[src/inc/core_timer_pkg.sv]
// constants, types and helpers shared by the core timer design files
`default_nettype none

package core_timer_pkg;

  // ****************************************************************
  // clock and timing
  // ****************************************************************
  localparam int unsigned CLK_HZ          = 100_000_000; // bus clock E
  localparam int unsigned POR_CYCLES      = 4064;        // power-on hold, in E cycles
  localparam int unsigned RESET_PIN_CYC   = 3;           // least low time of reset pin
  localparam logic [11:0] POR_LAST        = 12'(POR_CYCLES - 1);
  localparam logic [1:0]  PIN_LOW_LAST    = 2'(RESET_PIN_CYC - 1);

  // ****************************************************************
  // register map: printed offsets are word indices, byte address = 4 * index
  // ****************************************************************
  localparam logic [13:0] IDX_CTRL_STATUS = 14'h0008;
  localparam logic [13:0] IDX_COUNT       = 14'h0009;
  localparam logic [13:0] IDX_WD_SERVICE  = 14'h3ff0;
  localparam int unsigned ADDR_W          = 16;

  // control/status field positions
  localparam int unsigned BIT_OVF_FLAG    = 7;
  localparam int unsigned BIT_PER_FLAG    = 6;
  localparam int unsigned BIT_OVF_EN      = 5;
  localparam int unsigned BIT_PER_EN      = 4;
  localparam int unsigned BIT_OVF_CLR     = 3;
  localparam int unsigned BIT_PER_CLR     = 2;
  localparam int unsigned BIT_RATE_LO     = 0;
  localparam int unsigned BIT_WD_SERVICE  = 0;
  localparam logic [7:0]  CTRL_RESET      = 8'h03;
  localparam logic [1:0]  RATE_RESET      = 2'h3;

  // ****************************************************************
  // divider chain layout
  // ****************************************************************
  localparam int unsigned CHAIN_W         = 15; // 2 prescale + 8 head + 5 more
  localparam int unsigned HEAD_LO         = 2;
  localparam int unsigned HEAD_HI         = 9;
  localparam int unsigned WD_W            = 3;
  localparam logic [CHAIN_W-1:0] TAP_BASE = 15'h07ff; // 2^11 period mask
  localparam logic [WD_W-1:0]    WD_LAST  = 3'h7;

  // reset sequencer states
  typedef enum logic [2:0] {
    SEQ_POR   = 3'b001,
    SEQ_RUN   = 3'b010,
    SEQ_DRIVE = 3'b100
  } seq_state_t;

  // word index hit for a byte address
  function automatic logic addr_hit(input logic [ADDR_W-1:0] a, input logic [13:0] idx);
    return (a[ADDR_W-1:2] == idx) && (a[1:0] == 2'h0);
  endfunction : addr_hit

  // next increment wraps every bit up to the selected periodic tap
  function automatic logic tap_wrap(input logic [CHAIN_W-1:0] c, input logic [1:0] sel);
    logic [CHAIN_W-1:0] m;
    m = TAP_BASE | (TAP_BASE << sel);
    return &(c | ~m);
  endfunction : tap_wrap

endpackage : core_timer_pkg

`default_nettype wire

[src/inc/rst_ctl_if.sv]
// carrier between the timer core and its reset sequencer
`default_nettype none

interface rst_ctl_if;
  logic hold;      // chip held in reset
  logic chain_clr; // clear the whole divider chain
  logic pin_drive; // pull the reset pin low
  logic wd_trip;   // watchdog timeout pulse
  logic stop_trip; // forbidden stop executed
  logic ext_low;   // reset pin seen low

  modport seq  (input wd_trip, stop_trip, ext_low, output hold, chain_clr, pin_drive);
  modport core (output wd_trip, stop_trip, ext_low, input hold, chain_clr, pin_drive);
endinterface : rst_ctl_if

`default_nettype wire

[src/rtl/core_timer_rti_watchdog.sv]
// core timer with overflow, periodic interrupt and watchdog, avalon-mm slave
//
// Behaviour
// - head counter wrap sets overflow flag
// - writing one to overflow clear clears flag
// - periodic flag set at selected tap of E/2048
// - writing one to periodic clear clears flag
// - overflow flag with enable requests interrupt
// - periodic flag with enable requests interrupt
// - clear bits are strobes, read zero
// - reset clears flags, enables; rate to ones
// - rate codes give 2^11 to 2^14 cycles
// - watchdog divides tap by eight, resets chip
// - writing zero to service bit clears watchdog
// - watchdog timeout drives reset pin low three cycles
// - any chip reset clears whole chain
// - watchdog runs in wait; forbidden stop resets
// - count register reads head counter at E/4
// - power-on hold 4064 cycles, chain cleared again
// - chain runs in wait; interrupt wakes cpu
// - included watchdog cannot be disabled
`default_nettype none

module core_timer_rti_watchdog #(
  parameter bit WATCHDOG_EN = 1'b1 // build-time watchdog option
) (
  input  wire logic                              clk,
  input  wire logic                              arst_n,
  input  wire logic                              ce,
  // avalon-mm slave
  input  wire logic [core_timer_pkg::ADDR_W-1:0] avs_address,
  input  wire logic                              avs_read,
  input  wire logic                              avs_write,
  input  wire logic [31:0]                       avs_writedata,
  input  wire logic [3:0]                        avs_byteenable,
  output logic [31:0]                            avs_readdata,
  output logic                                   avs_waitrequest,
  // cpu side
  input  wire logic                              wait_mode,
  input  wire logic                              stop_exec,
  input  wire logic                              stop_disabled,
  output logic                                   irq,
  output logic                                   wake,
  output logic                                   chip_reset_n,
  // reset pin, open drain
  input  wire logic                              reset_pin_n_in,
  output logic                                   reset_pin_n_out,
  output logic                                   reset_pin_oe
);

  // ****************************************************************
  // declarations
  // ****************************************************************
  rst_ctl_if rc ();

  logic [core_timer_pkg::CHAIN_W-1:0] chain;
  logic [core_timer_pkg::WD_W-1:0]    wd_cnt_ff;
  logic                               ovf_flag_ff;
  logic                               per_flag_ff;
  logic                               ovf_en_ff;
  logic                               per_en_ff;
  logic [1:0]                         rate_ff;
  logic                               wait_ff;
  logic                               irq_ff;
  logic                               wake_ff;
  logic                               chip_rst_n_ff;
  logic                               pin_oe_ff;
  logic [31:0]                        rdata_ff;
  logic                               wreq_ff;

  logic                               req;
  logic                               acc;
  logic                               wr_acc;
  logic                               hit_ctrl;
  logic                               hit_count;
  logic                               hit_wd;
  logic                               wr_ctrl;
  logic                               ovf_evt;
  logic                               per_evt;
  logic                               wd_clear;
  logic                               wd_timeout;
  logic                               nxt_irq;
  logic [7:0]                         ctrl_rd;
  logic [31:0]                        nxt_rdata;

  // ****************************************************************
  // submodules
  // ****************************************************************
  div_chain u_chain (
    .clk      (clk),
    .arst_n   (arst_n),
    .ce       (ce),
    .clr      (rc.chain_clr),
    .chain_ff (chain)
  );

  rst_seq u_seq (
    .clk    (clk),
    .arst_n (arst_n),
    .ce     (ce),
    .rc     (rc.seq)
  );

  // ****************************************************************
  // bus decode
  // ****************************************************************
  // request is taken when waitrequest is low
  assign req       = avs_read || avs_write;
  assign acc       = req && !wreq_ff;
  assign wr_acc    = avs_write && !wreq_ff && avs_byteenable[0];
  assign hit_ctrl  = core_timer_pkg::addr_hit(avs_address, core_timer_pkg::IDX_CTRL_STATUS);
  assign hit_count = core_timer_pkg::addr_hit(avs_address, core_timer_pkg::IDX_COUNT);
  assign hit_wd    = core_timer_pkg::addr_hit(avs_address, core_timer_pkg::IDX_WD_SERVICE);
  assign wr_ctrl   = wr_acc && hit_ctrl && !rc.hold;

  // ****************************************************************
  // timer events
  // ****************************************************************
  // head counter goes from all ones to zero on the next step
  assign ovf_evt  = &chain[core_timer_pkg::HEAD_HI:0] && !rc.chain_clr;
  // selected tap of the stages after E/2048
  assign per_evt  = core_timer_pkg::tap_wrap(chain, rate_ff) && !rc.chain_clr;
  // service: a zero in bit 0 of the service word
  assign wd_clear = wr_acc && hit_wd
                    && !avs_writedata[core_timer_pkg::BIT_WD_SERVICE];
  // eighth tap event without service; no software path turns it off
  assign wd_timeout = WATCHDOG_EN && per_evt && !wd_clear && !rc.hold
                      && (wd_cnt_ff == core_timer_pkg::WD_LAST);

  // ****************************************************************
  // reset requests toward the sequencer
  // ****************************************************************
  assign rc.wd_trip   = wd_timeout;
  assign rc.stop_trip = stop_exec && stop_disabled;
  assign rc.ext_low   = !reset_pin_n_in && !pin_oe_ff;

  // ****************************************************************
  // overflow flag
  // ****************************************************************
  // set wins over a clear in the same cycle
  always_ff @(posedge clk or negedge arst_n) begin
    if (!arst_n) begin
      ovf_flag_ff <= 1'b0;
    end else if (ce) begin
      if (rc.hold) begin
        ovf_flag_ff <= 1'b0;
      end else if (ovf_evt) begin
        ovf_flag_ff <= 1'b1;
      end else if (wr_ctrl && avs_writedata[core_timer_pkg::BIT_OVF_CLR]) begin
        ovf_flag_ff <= 1'b0;
      end
    end
  end

  // ****************************************************************
  // periodic flag
  // ****************************************************************
  // set wins over a clear in the same cycle
  always_ff @(posedge clk or negedge arst_n) begin
    if (!arst_n) begin
      per_flag_ff <= 1'b0;
    end else if (ce) begin
      if (rc.hold) begin
        per_flag_ff <= 1'b0;
      end else if (per_evt) begin
        per_flag_ff <= 1'b1;
      end else if (wr_ctrl && avs_writedata[core_timer_pkg::BIT_PER_CLR]) begin
        per_flag_ff <= 1'b0;
      end
    end
  end

  // ****************************************************************
  // enables and rate select
  // ****************************************************************
  // writes to flag bits and clear bits store nothing
  always_ff @(posedge clk or negedge arst_n) begin
    if (!arst_n) begin
      ovf_en_ff <= 1'b0;
      per_en_ff <= 1'b0;
      rate_ff   <= core_timer_pkg::RATE_RESET;
    end else if (ce) begin
      if (rc.hold) begin
        ovf_en_ff <= 1'b0;
        per_en_ff <= 1'b0;
        rate_ff   <= core_timer_pkg::RATE_RESET;
      end else if (wr_ctrl) begin
        ovf_en_ff <= avs_writedata[core_timer_pkg::BIT_OVF_EN];
        per_en_ff <= avs_writedata[core_timer_pkg::BIT_PER_EN];
        rate_ff   <= avs_writedata[core_timer_pkg::BIT_RATE_LO +: 2];
      end
    end
  end

  // ****************************************************************
  // watchdog divide by eight
  // ****************************************************************
  // service clears only this stage, not the chain; keeps running in wait
  always_ff @(posedge clk or negedge arst_n) begin
    if (!arst_n) begin
      wd_cnt_ff <= '0;
    end else if (ce) begin
      if (rc.chain_clr || wd_clear) begin
        wd_cnt_ff <= '0;
      end else if (per_evt) begin
        wd_cnt_ff <= wd_cnt_ff + 1'b1;
      end
    end
  end

  // ****************************************************************
  // interrupt request and wake
  // ****************************************************************
  assign nxt_irq = (ovf_flag_ff && ovf_en_ff) || (per_flag_ff && per_en_ff);

  // request stays while flag and enable both hold
  always_ff @(posedge clk or negedge arst_n) begin
    if (!arst_n) begin
      irq_ff  <= 1'b0;
      wake_ff <= 1'b0;
      wait_ff <= 1'b0;
    end else if (ce) begin
      irq_ff  <= nxt_irq && !rc.hold;
      wait_ff <= wait_mode && !rc.hold;
      wake_ff <= wait_ff && nxt_irq && !rc.hold;
    end
  end

  // ****************************************************************
  // chip reset and reset pin
  // ****************************************************************
  // pin is pulled low only while the sequencer drives it
  always_ff @(posedge clk or negedge arst_n) begin
    if (!arst_n) begin
      chip_rst_n_ff <= 1'b0;
      pin_oe_ff     <= 1'b0;
    end else if (ce) begin
      chip_rst_n_ff <= !rc.hold;
      pin_oe_ff     <= rc.pin_drive;
    end
  end

  // ****************************************************************
  // read data
  // ****************************************************************
  // clear bits always read zero
  assign ctrl_rd = {ovf_flag_ff, per_flag_ff, ovf_en_ff, per_en_ff,
                    1'b0, 1'b0, rate_ff};

  // unmapped and service addresses read zero
  always_comb begin
    nxt_rdata = 32'h0000_0000;
    if (hit_ctrl) begin
      nxt_rdata[7:0] = ctrl_rd;
    end else if (hit_count) begin
      nxt_rdata[7:0] = chain[core_timer_pkg::HEAD_HI:core_timer_pkg::HEAD_LO];
    end
  end

  // ****************************************************************
  // bus handshake
  // ****************************************************************
  // one wait state: waitrequest drops for one cycle with data ready
  always_ff @(posedge clk or negedge arst_n) begin
    if (!arst_n) begin
      wreq_ff  <= 1'b1;
      rdata_ff <= 32'h0000_0000;
    end else if (ce) begin
      if (acc) begin
        wreq_ff <= 1'b1;
      end else if (req) begin
        wreq_ff  <= 1'b0;
        rdata_ff <= avs_read ? nxt_rdata : 32'h0000_0000;
      end else begin
        wreq_ff <= 1'b1;
      end
    end
  end

  // ****************************************************************
  // outputs
  // ****************************************************************
  assign avs_readdata    = rdata_ff;
  assign avs_waitrequest = wreq_ff;
  assign irq             = irq_ff;
  assign wake            = wake_ff;
  assign chip_reset_n    = chip_rst_n_ff;
  assign reset_pin_n_out = 1'b0;
  assign reset_pin_oe    = pin_oe_ff;

endmodule : core_timer_rti_watchdog

`default_nettype wire

[src/rtl/div_chain.sv]
// free-running divider chain of the core timer
`default_nettype none

module div_chain (
  input  wire logic                                clk,
  input  wire logic                                arst_n,
  input  wire logic                                ce,
  input  wire logic                                clr,
  output logic [core_timer_pkg::CHAIN_W-1:0]       chain_ff
);

  // ****************************************************************
  // counter
  // ****************************************************************
  // one step per bus clock; the low two bits form the divide-by-four
  always_ff @(posedge clk or negedge arst_n) begin
    if (!arst_n) begin
      chain_ff <= '0;
    end else if (ce) begin
      if (clr) begin
        chain_ff <= '0;
      end else begin
        chain_ff <= chain_ff + 1'b1;
      end
    end
  end

endmodule : div_chain

`default_nettype wire

[src/rtl/rst_seq.sv]
// power-on, external and watchdog reset sequencer
`default_nettype none

module rst_seq (
  input  wire logic   clk,
  input  wire logic   arst_n,
  input  wire logic   ce,
  rst_ctl_if.seq      rc
);

  core_timer_pkg::seq_state_t state_ff;
  logic [11:0]                cnt_ff;
  logic                       por_done;
  logic                       run_rst;

  assign por_done = (state_ff == core_timer_pkg::SEQ_POR) && (cnt_ff == core_timer_pkg::POR_LAST);
  assign run_rst  = (state_ff == core_timer_pkg::SEQ_RUN) && (rc.ext_low || rc.stop_trip);

  // ****************************************************************
  // state and counter
  // ****************************************************************
  // chain runs during power-on hold, then is cleared at release
  always_ff @(posedge clk or negedge arst_n) begin
    if (!arst_n) begin
      state_ff <= core_timer_pkg::SEQ_POR;
      cnt_ff   <= 12'h000;
    end else if (ce) begin
      case (state_ff)
        core_timer_pkg::SEQ_POR: begin
          cnt_ff <= cnt_ff + 12'h001;
          if (por_done) begin
            state_ff <= core_timer_pkg::SEQ_RUN;
            cnt_ff   <= 12'h000;
          end
        end
        core_timer_pkg::SEQ_RUN: begin
          cnt_ff <= 12'h000;
          if (rc.wd_trip) begin
            state_ff <= core_timer_pkg::SEQ_DRIVE;
          end
        end
        core_timer_pkg::SEQ_DRIVE: begin
          cnt_ff <= cnt_ff + 12'h001;
          if (cnt_ff[1:0] == core_timer_pkg::PIN_LOW_LAST) begin
            state_ff <= core_timer_pkg::SEQ_RUN;
            cnt_ff   <= 12'h000;
          end
        end
        default: begin
          state_ff <= core_timer_pkg::SEQ_POR;
          cnt_ff   <= 12'h000;
        end
      endcase
    end
  end

  // ****************************************************************
  // controls
  // ****************************************************************
  // every chip reset source clears the chain
  // timeout acts through the drive state, which keeps the core free of a loop
  assign rc.hold      = (state_ff != core_timer_pkg::SEQ_RUN) || run_rst;
  assign rc.chain_clr = por_done || run_rst
                        || (state_ff == core_timer_pkg::SEQ_DRIVE);
  assign rc.pin_drive = (state_ff == core_timer_pkg::SEQ_DRIVE);

endmodule : rst_seq

`default_nettype wire
[config.mk]
export PLATFORM = sky130hd
export DESIGN_NAME = core_timer_rti_watchdog
export DESIGN_NICKNAME = d
export VERILOG_FILES = /design/src/inc/core_timer_pkg.sv /design/src/inc/rst_ctl_if.sv /design/src/rtl/core_timer_rti_watchdog.sv /design/src/rtl/div_chain.sv /design/src/rtl/rst_seq.sv
export SDC_FILE = /design/constraint.sdc
export NUM_CORES = 1
export LEC_CHECK = 0
export ABC_CLOCK_PERIOD_IN_PS = 6150
export BUFFER_PORTS_ARGS = -buffer_cell sky130_fd_sc_hd__buf_4
export CAP_MARGIN = 5
export CORE_MARGIN = 2
export CORE_UTILIZATION = 54
export DETAILED_ROUTE_END_ITERATION = 7
export GPL_ROUTABILITY_DRIVEN = 0
export PLACE_DENSITY = 0.82
export SLEW_MARGIN = 20
export SYNTH_ARGS = -nofsm -noshare
export SYNTH_HDL_FRONTEND = slang
export SYNTH_SLANG_ARGS = --single-unit
[constraint.sdc]
create_clock -name clk -period 6.15 [get_ports clk]
set_clock_uncertainty 0.15 [all_clocks]
set_input_delay 1.23 -clock clk [delete_from_list [all_inputs] [get_ports clk]]
set_output_delay 1.23 -clock clk [all_outputs]
set_load 0.02 [all_outputs]
[After elaboration in Yosys (flattened, before gate mapping)]
Cells that the tools add are included.
Word-level totals
  flip-flop bits (word level): 77
  logic and storage cells: 117
  bits of input ports: 61
  output and inout bits: 38
Cells by class
  bitwise logic cells: 3
  equal/unequal tests: 13
  shifts and indexed selects: 1
  add/sub/neg operators: 3
  reductions and logical operators: 54
  mux-type cells: 27
Operators by type and width (number)
  $eq 14x4->1 const B: 2
  $logic_and 1x1->1: 27
  $mux 12: 2
  $mux 8: 3
  $pmux 12 s2: 1
  $add 15x1->15 const B: 1
  $mux 15: 1
  $mux 3: 5
  $not 15->15: 1
  $or 15x15->15: 1
  $reduce_and 15->1: 1
  $shl 11x2->15 const A: 1
  $eq 14x14->1 const B: 1
  $add 12x1->12 const B: 1
  $eq 12x12->1 const B: 1
  $mux 1: 12
  $reduce_and 10->1: 1
  $pmux 3 s3: 1
  $reduce_and 2->1: 4
  $logic_not 1->1: 7
  $logic_or 1x1->1: 7
  $eq 3x3->1 const B: 2
  $reduce_bool 3->1: 2
  $mux 2: 2
  other kinds (12): 14

[Logic depth before layout (Yosys ltp)]
  depth after elaboration: 13
  depth in mapped cells: 7
  gate-level depth less buffers: 6

[By module]
Synthesis repeated with hierarchy kept, for this count alone.
Unflattened totals
  cell total of the unflattened synthesis: 344
  area total of the unflattened synthesis: 3281.9 µm²
Modules (own cells, without submodules)
  core_timer_rti_watchdog: seq. area each 579.3 µm², instances 1, area an instance 1357.6 µm², cells each 137
  rst_seq: seq. area each 376.6 µm², instances 1, area an instance 1101.1 µm², cells each 124
  div_chain: seq. area each 375.4 µm², instances 1, area an instance 823.3 µm², cells each 83

[Worst setup path before layout]
OpenSTA, ideal clock, no wires.
  path kind: input to register
  start point: input avs_address[3] (netlist bit)
  end point: register wd_cnt_ff[0] (netlist bit)
  buffers on the path: 0
  setup time: 0.125 ns
  slack: 3.094 ns
  data required time: 5.875 ns
  arrival: 2.780 ns
  stages on the path: 5
  cells stage by stage: or4_4 > or3_4 > nor4_4 > o31ai_2 > mux2_4
On the way
  longest elaborated chain between the ends: 7
  elaborated cells on any way between the ends: 8
  those cells by class: eq/ne: 1; mux: 1; reduce/logical: 6
RTL lines
  start, declared: RTL line core_timer_rti_watchdog.sv:31  | input wire logic [core_timer_pkg::ADDR_W-1:0] avs_address,
  $eq 14x14->1 *: RTL line core_timer_pkg.sv:54  | return (a[ADDR_W-1:2] == idx) && (a[1:0] == 2'h0);
  $logic_and 1x1->1 *: RTL line core_timer_pkg.sv:54
  $logic_and 1x1->1 *: RTL line core_timer_rti_watchdog.sv:124  | assign wd_clear = wr_acc && hit_wd
  $logic_and 1x1->1 *: RTL line core_timer_rti_watchdog.sv:125  | && !avs_writedata[core_timer_pkg::BIT_WD_SERVICE];
  $logic_or 1x1->1 *: RTL line core_timer_rti_watchdog.sv:203  | if (rc.chain_clr || wd_clear) begin
  $reduce_bool 2->1 (no source line)
  $reduce_and 2->1 (no source line)
  end signal, assigned: RTL line core_timer_rti_watchdog.sv:206  | wd_cnt_ff <= wd_cnt_ff + 1'b1;
  end, declared: RTL line core_timer_rti_watchdog.sv:57  | logic [core_timer_pkg::WD_W-1:0] wd_cnt_ff;
Every way passes the cells marked *; elsewhere a longest branch is shown, timed or not.
A chain may end at the register's enable or synchronous reset.

[Worst setup path in the final report]
Same ends and word-level chain as after synthesis.

==> summary.md <==
| Metric | Value |
|---|---|
| Top cells by area, synth | `dfrtp_1, buf_4, nor2_1` |
| Drt first-iter violations | `around 160` |
| Width of the die | `just under 80 um` |
| Most frequent cells in the layout | `dfrtp_1, buf_4, nor2_1, conb_1, nand2_1` |
| Synth warn | `0` |
| CP max stage cell | `or4_4` |
| Slowest stage delay, CP | `530 ps` |
| Top_reg_cell synth | `dfrtp_1` |
| Hpwl dp | `4.42 mm` |
| Crit start category | `input pin` |
| CP max FO | `3` |
| Layout cells sized above 1 | `0.201` |
| H-tree Lvls | `2` |
| Vias per cell | `5.63` |
| Setup TNS | `0 ps` |
| Placed Area | `0.00318 mm2` |
| Setup violations, final | `0` |
| First-pass iteration count of the detailed router | `5` |
| Cts hold-fix bufs | `0` |
| Synth top area share | `0.417` |
| Outcome | `complete, no violations` |
| Final Hold Fails | `0` |
| CP bufs+invs | `1` |
| Post-CTS sizing | `0` |
| Arr. time, crit path | `around 3000 ps` |
| Multiplexer share of the synthesized area | `0.0161` |
| Largest net degree at the start of global routing | `between 50 and 60` |
| Remaining Overflow, GRT | `0` |
| Post-synthesis compound-gate area fraction | `0.154` |
| Clock root buffer | `clkbuf_8` |
| Crit-path cells | `buf_4, or4_4, or3_4, nor4_4, o31ai_2, mux2_4` |
| Wire per inst | `14.6 um` |
| P per Cell Area | `~250 mW/mm2` |
| Reg clk slew, reported paths | `90 ps` |
| DRC violation count after routing | `0` |
| Ant diodes | `0` |
| Post-route cell area | `0.00328 mm2` |
| Max frequency | `339 MHz` |
| Slew HR | `0.449` |
| First-pass GRT wire length | `around 10 mm` |
| Crit Path Class | `input pin to flip-flop` |
| Count of pins over their slew limit | `0` |
| CP required | `between 6000 and 7000 ps` |
| Delay-heaviest family, CP | `simple AND/OR/NAND/NOR gates` |
| I/O Pins | `99` |
| Multi-input combinational cell area | `around 0.0014 mm2` |
| WL final | `5.98 mm` |
| Total chip power | `~0.83 mW` |
| Die area | `0.00594 mm2` |
| Starting density of the core | `0.561` |
| Post-synth top area cell | `dfrtp_1` |
| Crit path from | `avs_address[3]` |
| RSZ-0062 raised after global routing | `false` |
| Adder-Cell Fraction of Synth Area | `0.0304` |
| FFs w/ async S/R, synth | `1.00` |
| Port buffer count | `44` |
| Netlist cell types | `53` |
| Least-Margin Pin Slew | `roughly 800 ps` |
| Initial antenna violation count | `0` |
| CTS max path bufs | `2` |
| Vias in the first global route | `around 2300` |
| Final ANT Viol Nets | `0` |
| Cells after Synth | `around 300` |
| Core footprint | `just over 0.005 mm2` |
| Clock Sinks | `52` |
| Area Growth Syn to Fin | `13.7%` |
| Leak pwr | `around 1.6 nW` |
| Layout fillers | `roughly 440` |
| Hold wc startpoint | `irq$_DFFE_PN0P_` |
| Post-Syn Area | `roughly 0.0029 mm2` |
| CTS tree | `built` |
| Simple-gate share of the synthesized area | `0.210` |
| Crit. End Element | `flip-flop` |
| Post-synth EDFFs | `0` |
| Commonest non-fill, non-tap cell in the layout | `dfrtp_1` |
| Worst min path class | `flip-flop to flip-flop` |
| RR Startpoint | `u_seq.cnt_ff[0]$_DFFE_PN0P_` |
| GRT Total Usage | `0.214` |
| Total vias in the final route | `roughly 2300` |
| Num CTS Buffers | `5` |
| NumNets Final | `around 410` |
| Reg area | `roughly 0.0013 mm2` |
| Clk Latency, worst-skew pair | `310 ps` |
| Yosys reg bits | `52` |
| Tmin final | `2950 ps` |
| Total setup buffers inserted after CTS | `0` |
| Peak VDD IR | `0.153 mV` |
| Largest family of logic cells by synthesized area | `simple AND/OR/NAND/NOR gates` |
| Die Height | `77.1 um` |
| Post-synthesis xor/xnor area fraction | `0.0456` |
| Site Rows | `26` |
| Max Cap Viol | `0` |
| Seq/Total Area, Yosys | `0.453` |
| Mapped Avg Cell Area | `between 9 and 10 um2` |
| Fin crit share | `0.480` |
-- stage by stage --
stage / hold slack (ps) / util / setup WS (ps) / std cells
final: 345 / 0.637 / 3200 / 408
after floorplan: 327 / - / 3090 / 316
after global routing: 363 / 0.637 / 2980 / 408
after detailed placement: 330 / 0.618 / 2860 / 400
after CTS: 351 / 0.637 / 3190 / 408
after global placement: 323 / 0.618 / 2870 / 400
-- logic make-up after synthesis --
| family | count (synthesis) |
|---|---|
| buffers and inverters | 42 |
| XOR/XNOR | 15 |
| flip-flops | 52 |
| multiplexers | 4 |
| adder cells (fa/ha/maj) | 7 |
| other | 1 |
| AND/OR/NAND/NOR | 113 |
| AO/OA/AOI/OAI | 58 |
-- final cells by class --
cell class              instances  share of cell area
clock buffers                   8              0.0306
inverters                      12              0.0138
multi-input cells             222               0.429
flip-flops and latches         52               0.399
well taps                      70              0.0267
repair buffers                 44               0.101
-- per-layer routing --
metal | vias up | global-route usage | share of wire
met5 | - | 0 | 0
met4 | 0 | 0.0589 | 0.012
met3 | 5 | 0.0424 | 0.061
met2 | 84 | 0.372 | 0.49
met1 | 1105 | 0.273 | 0.44
li1 | 1102 | - | -
-- final timing paths --
| check | end | slack (ps) | cells after the start |
|---|---|---|---|
| max | wd_cnt_ff[0]$_DFFE_PN0P_ | 3200 | 6 |
| min | irq$_DFFE_PN0P_ | 350 | 1 |
| max reg2reg | u_chain.chain_ff[10]$_DFFE_PN0P_ | 3780 | 6 |
| min reg2reg | irq$_DFFE_PN0P_ | 350 | 1 |
| max in group asynchronous | u_chain.chain_ff[0]$_DFFE_PN0P_ | 4630 | 1 |
| min in group asynchronous | reset_pin_oe$_DFFE_PN0P_ | 770 | 1 |
-- synth_stat cells, types with 3 or more instances --
library cell,number
dfrtp_1,48
nor2_1,29
buf_4,25
nand2_1,20
nor3_1,13
inv_1,12
a22o_1,10
o21ai_0,10
xor2_1,10
nand3_1,9
and3_1,7
ha_1,7
nand4_1,7
a222oi_1,6
a21oi_1,5
o2bb2ai_1,5
xnor2_1,5
clkbuf_1,4
dfstp_2,4
nand2b_1,3
nor2b_1,3
nor4_1,3
or2_2,3
or3_1,3
-- worst register-to-register path: cells and delay by family, from the launching register on --
kind	cells	cell delay, ps
compound gates	1	170
flops	1	460
simple gates	4	1230
fa+ha+maj	1	240
-- sequential cells by signal, summed over array words and instances, names as in the netlist --
signal	cells
reset_pin_oe	1
rate_ff	2
avs_waitrequest	1
avs_readdata	8
u_seq.state_ff	3
wait_ff	1
wd_cnt_ff	3
ovf_en_ff	1
chip_reset_n	1
irq	1
per_en_ff	1
wake	1
per_flag_ff	1
u_seq.cnt_ff	12
u_chain.chain_ff	14
ovf_flag_ff	1
-- where the power goes --
part           switching [mW]  total [mW]  internal, mW
clock                   0.110       0.213         0.103
combinational           0.111       0.192        0.0811
sequential             0.0473       0.425         0.378
total                   0.268       0.830         0.562
Note: power is estimated with default switching activity, not from simulation.
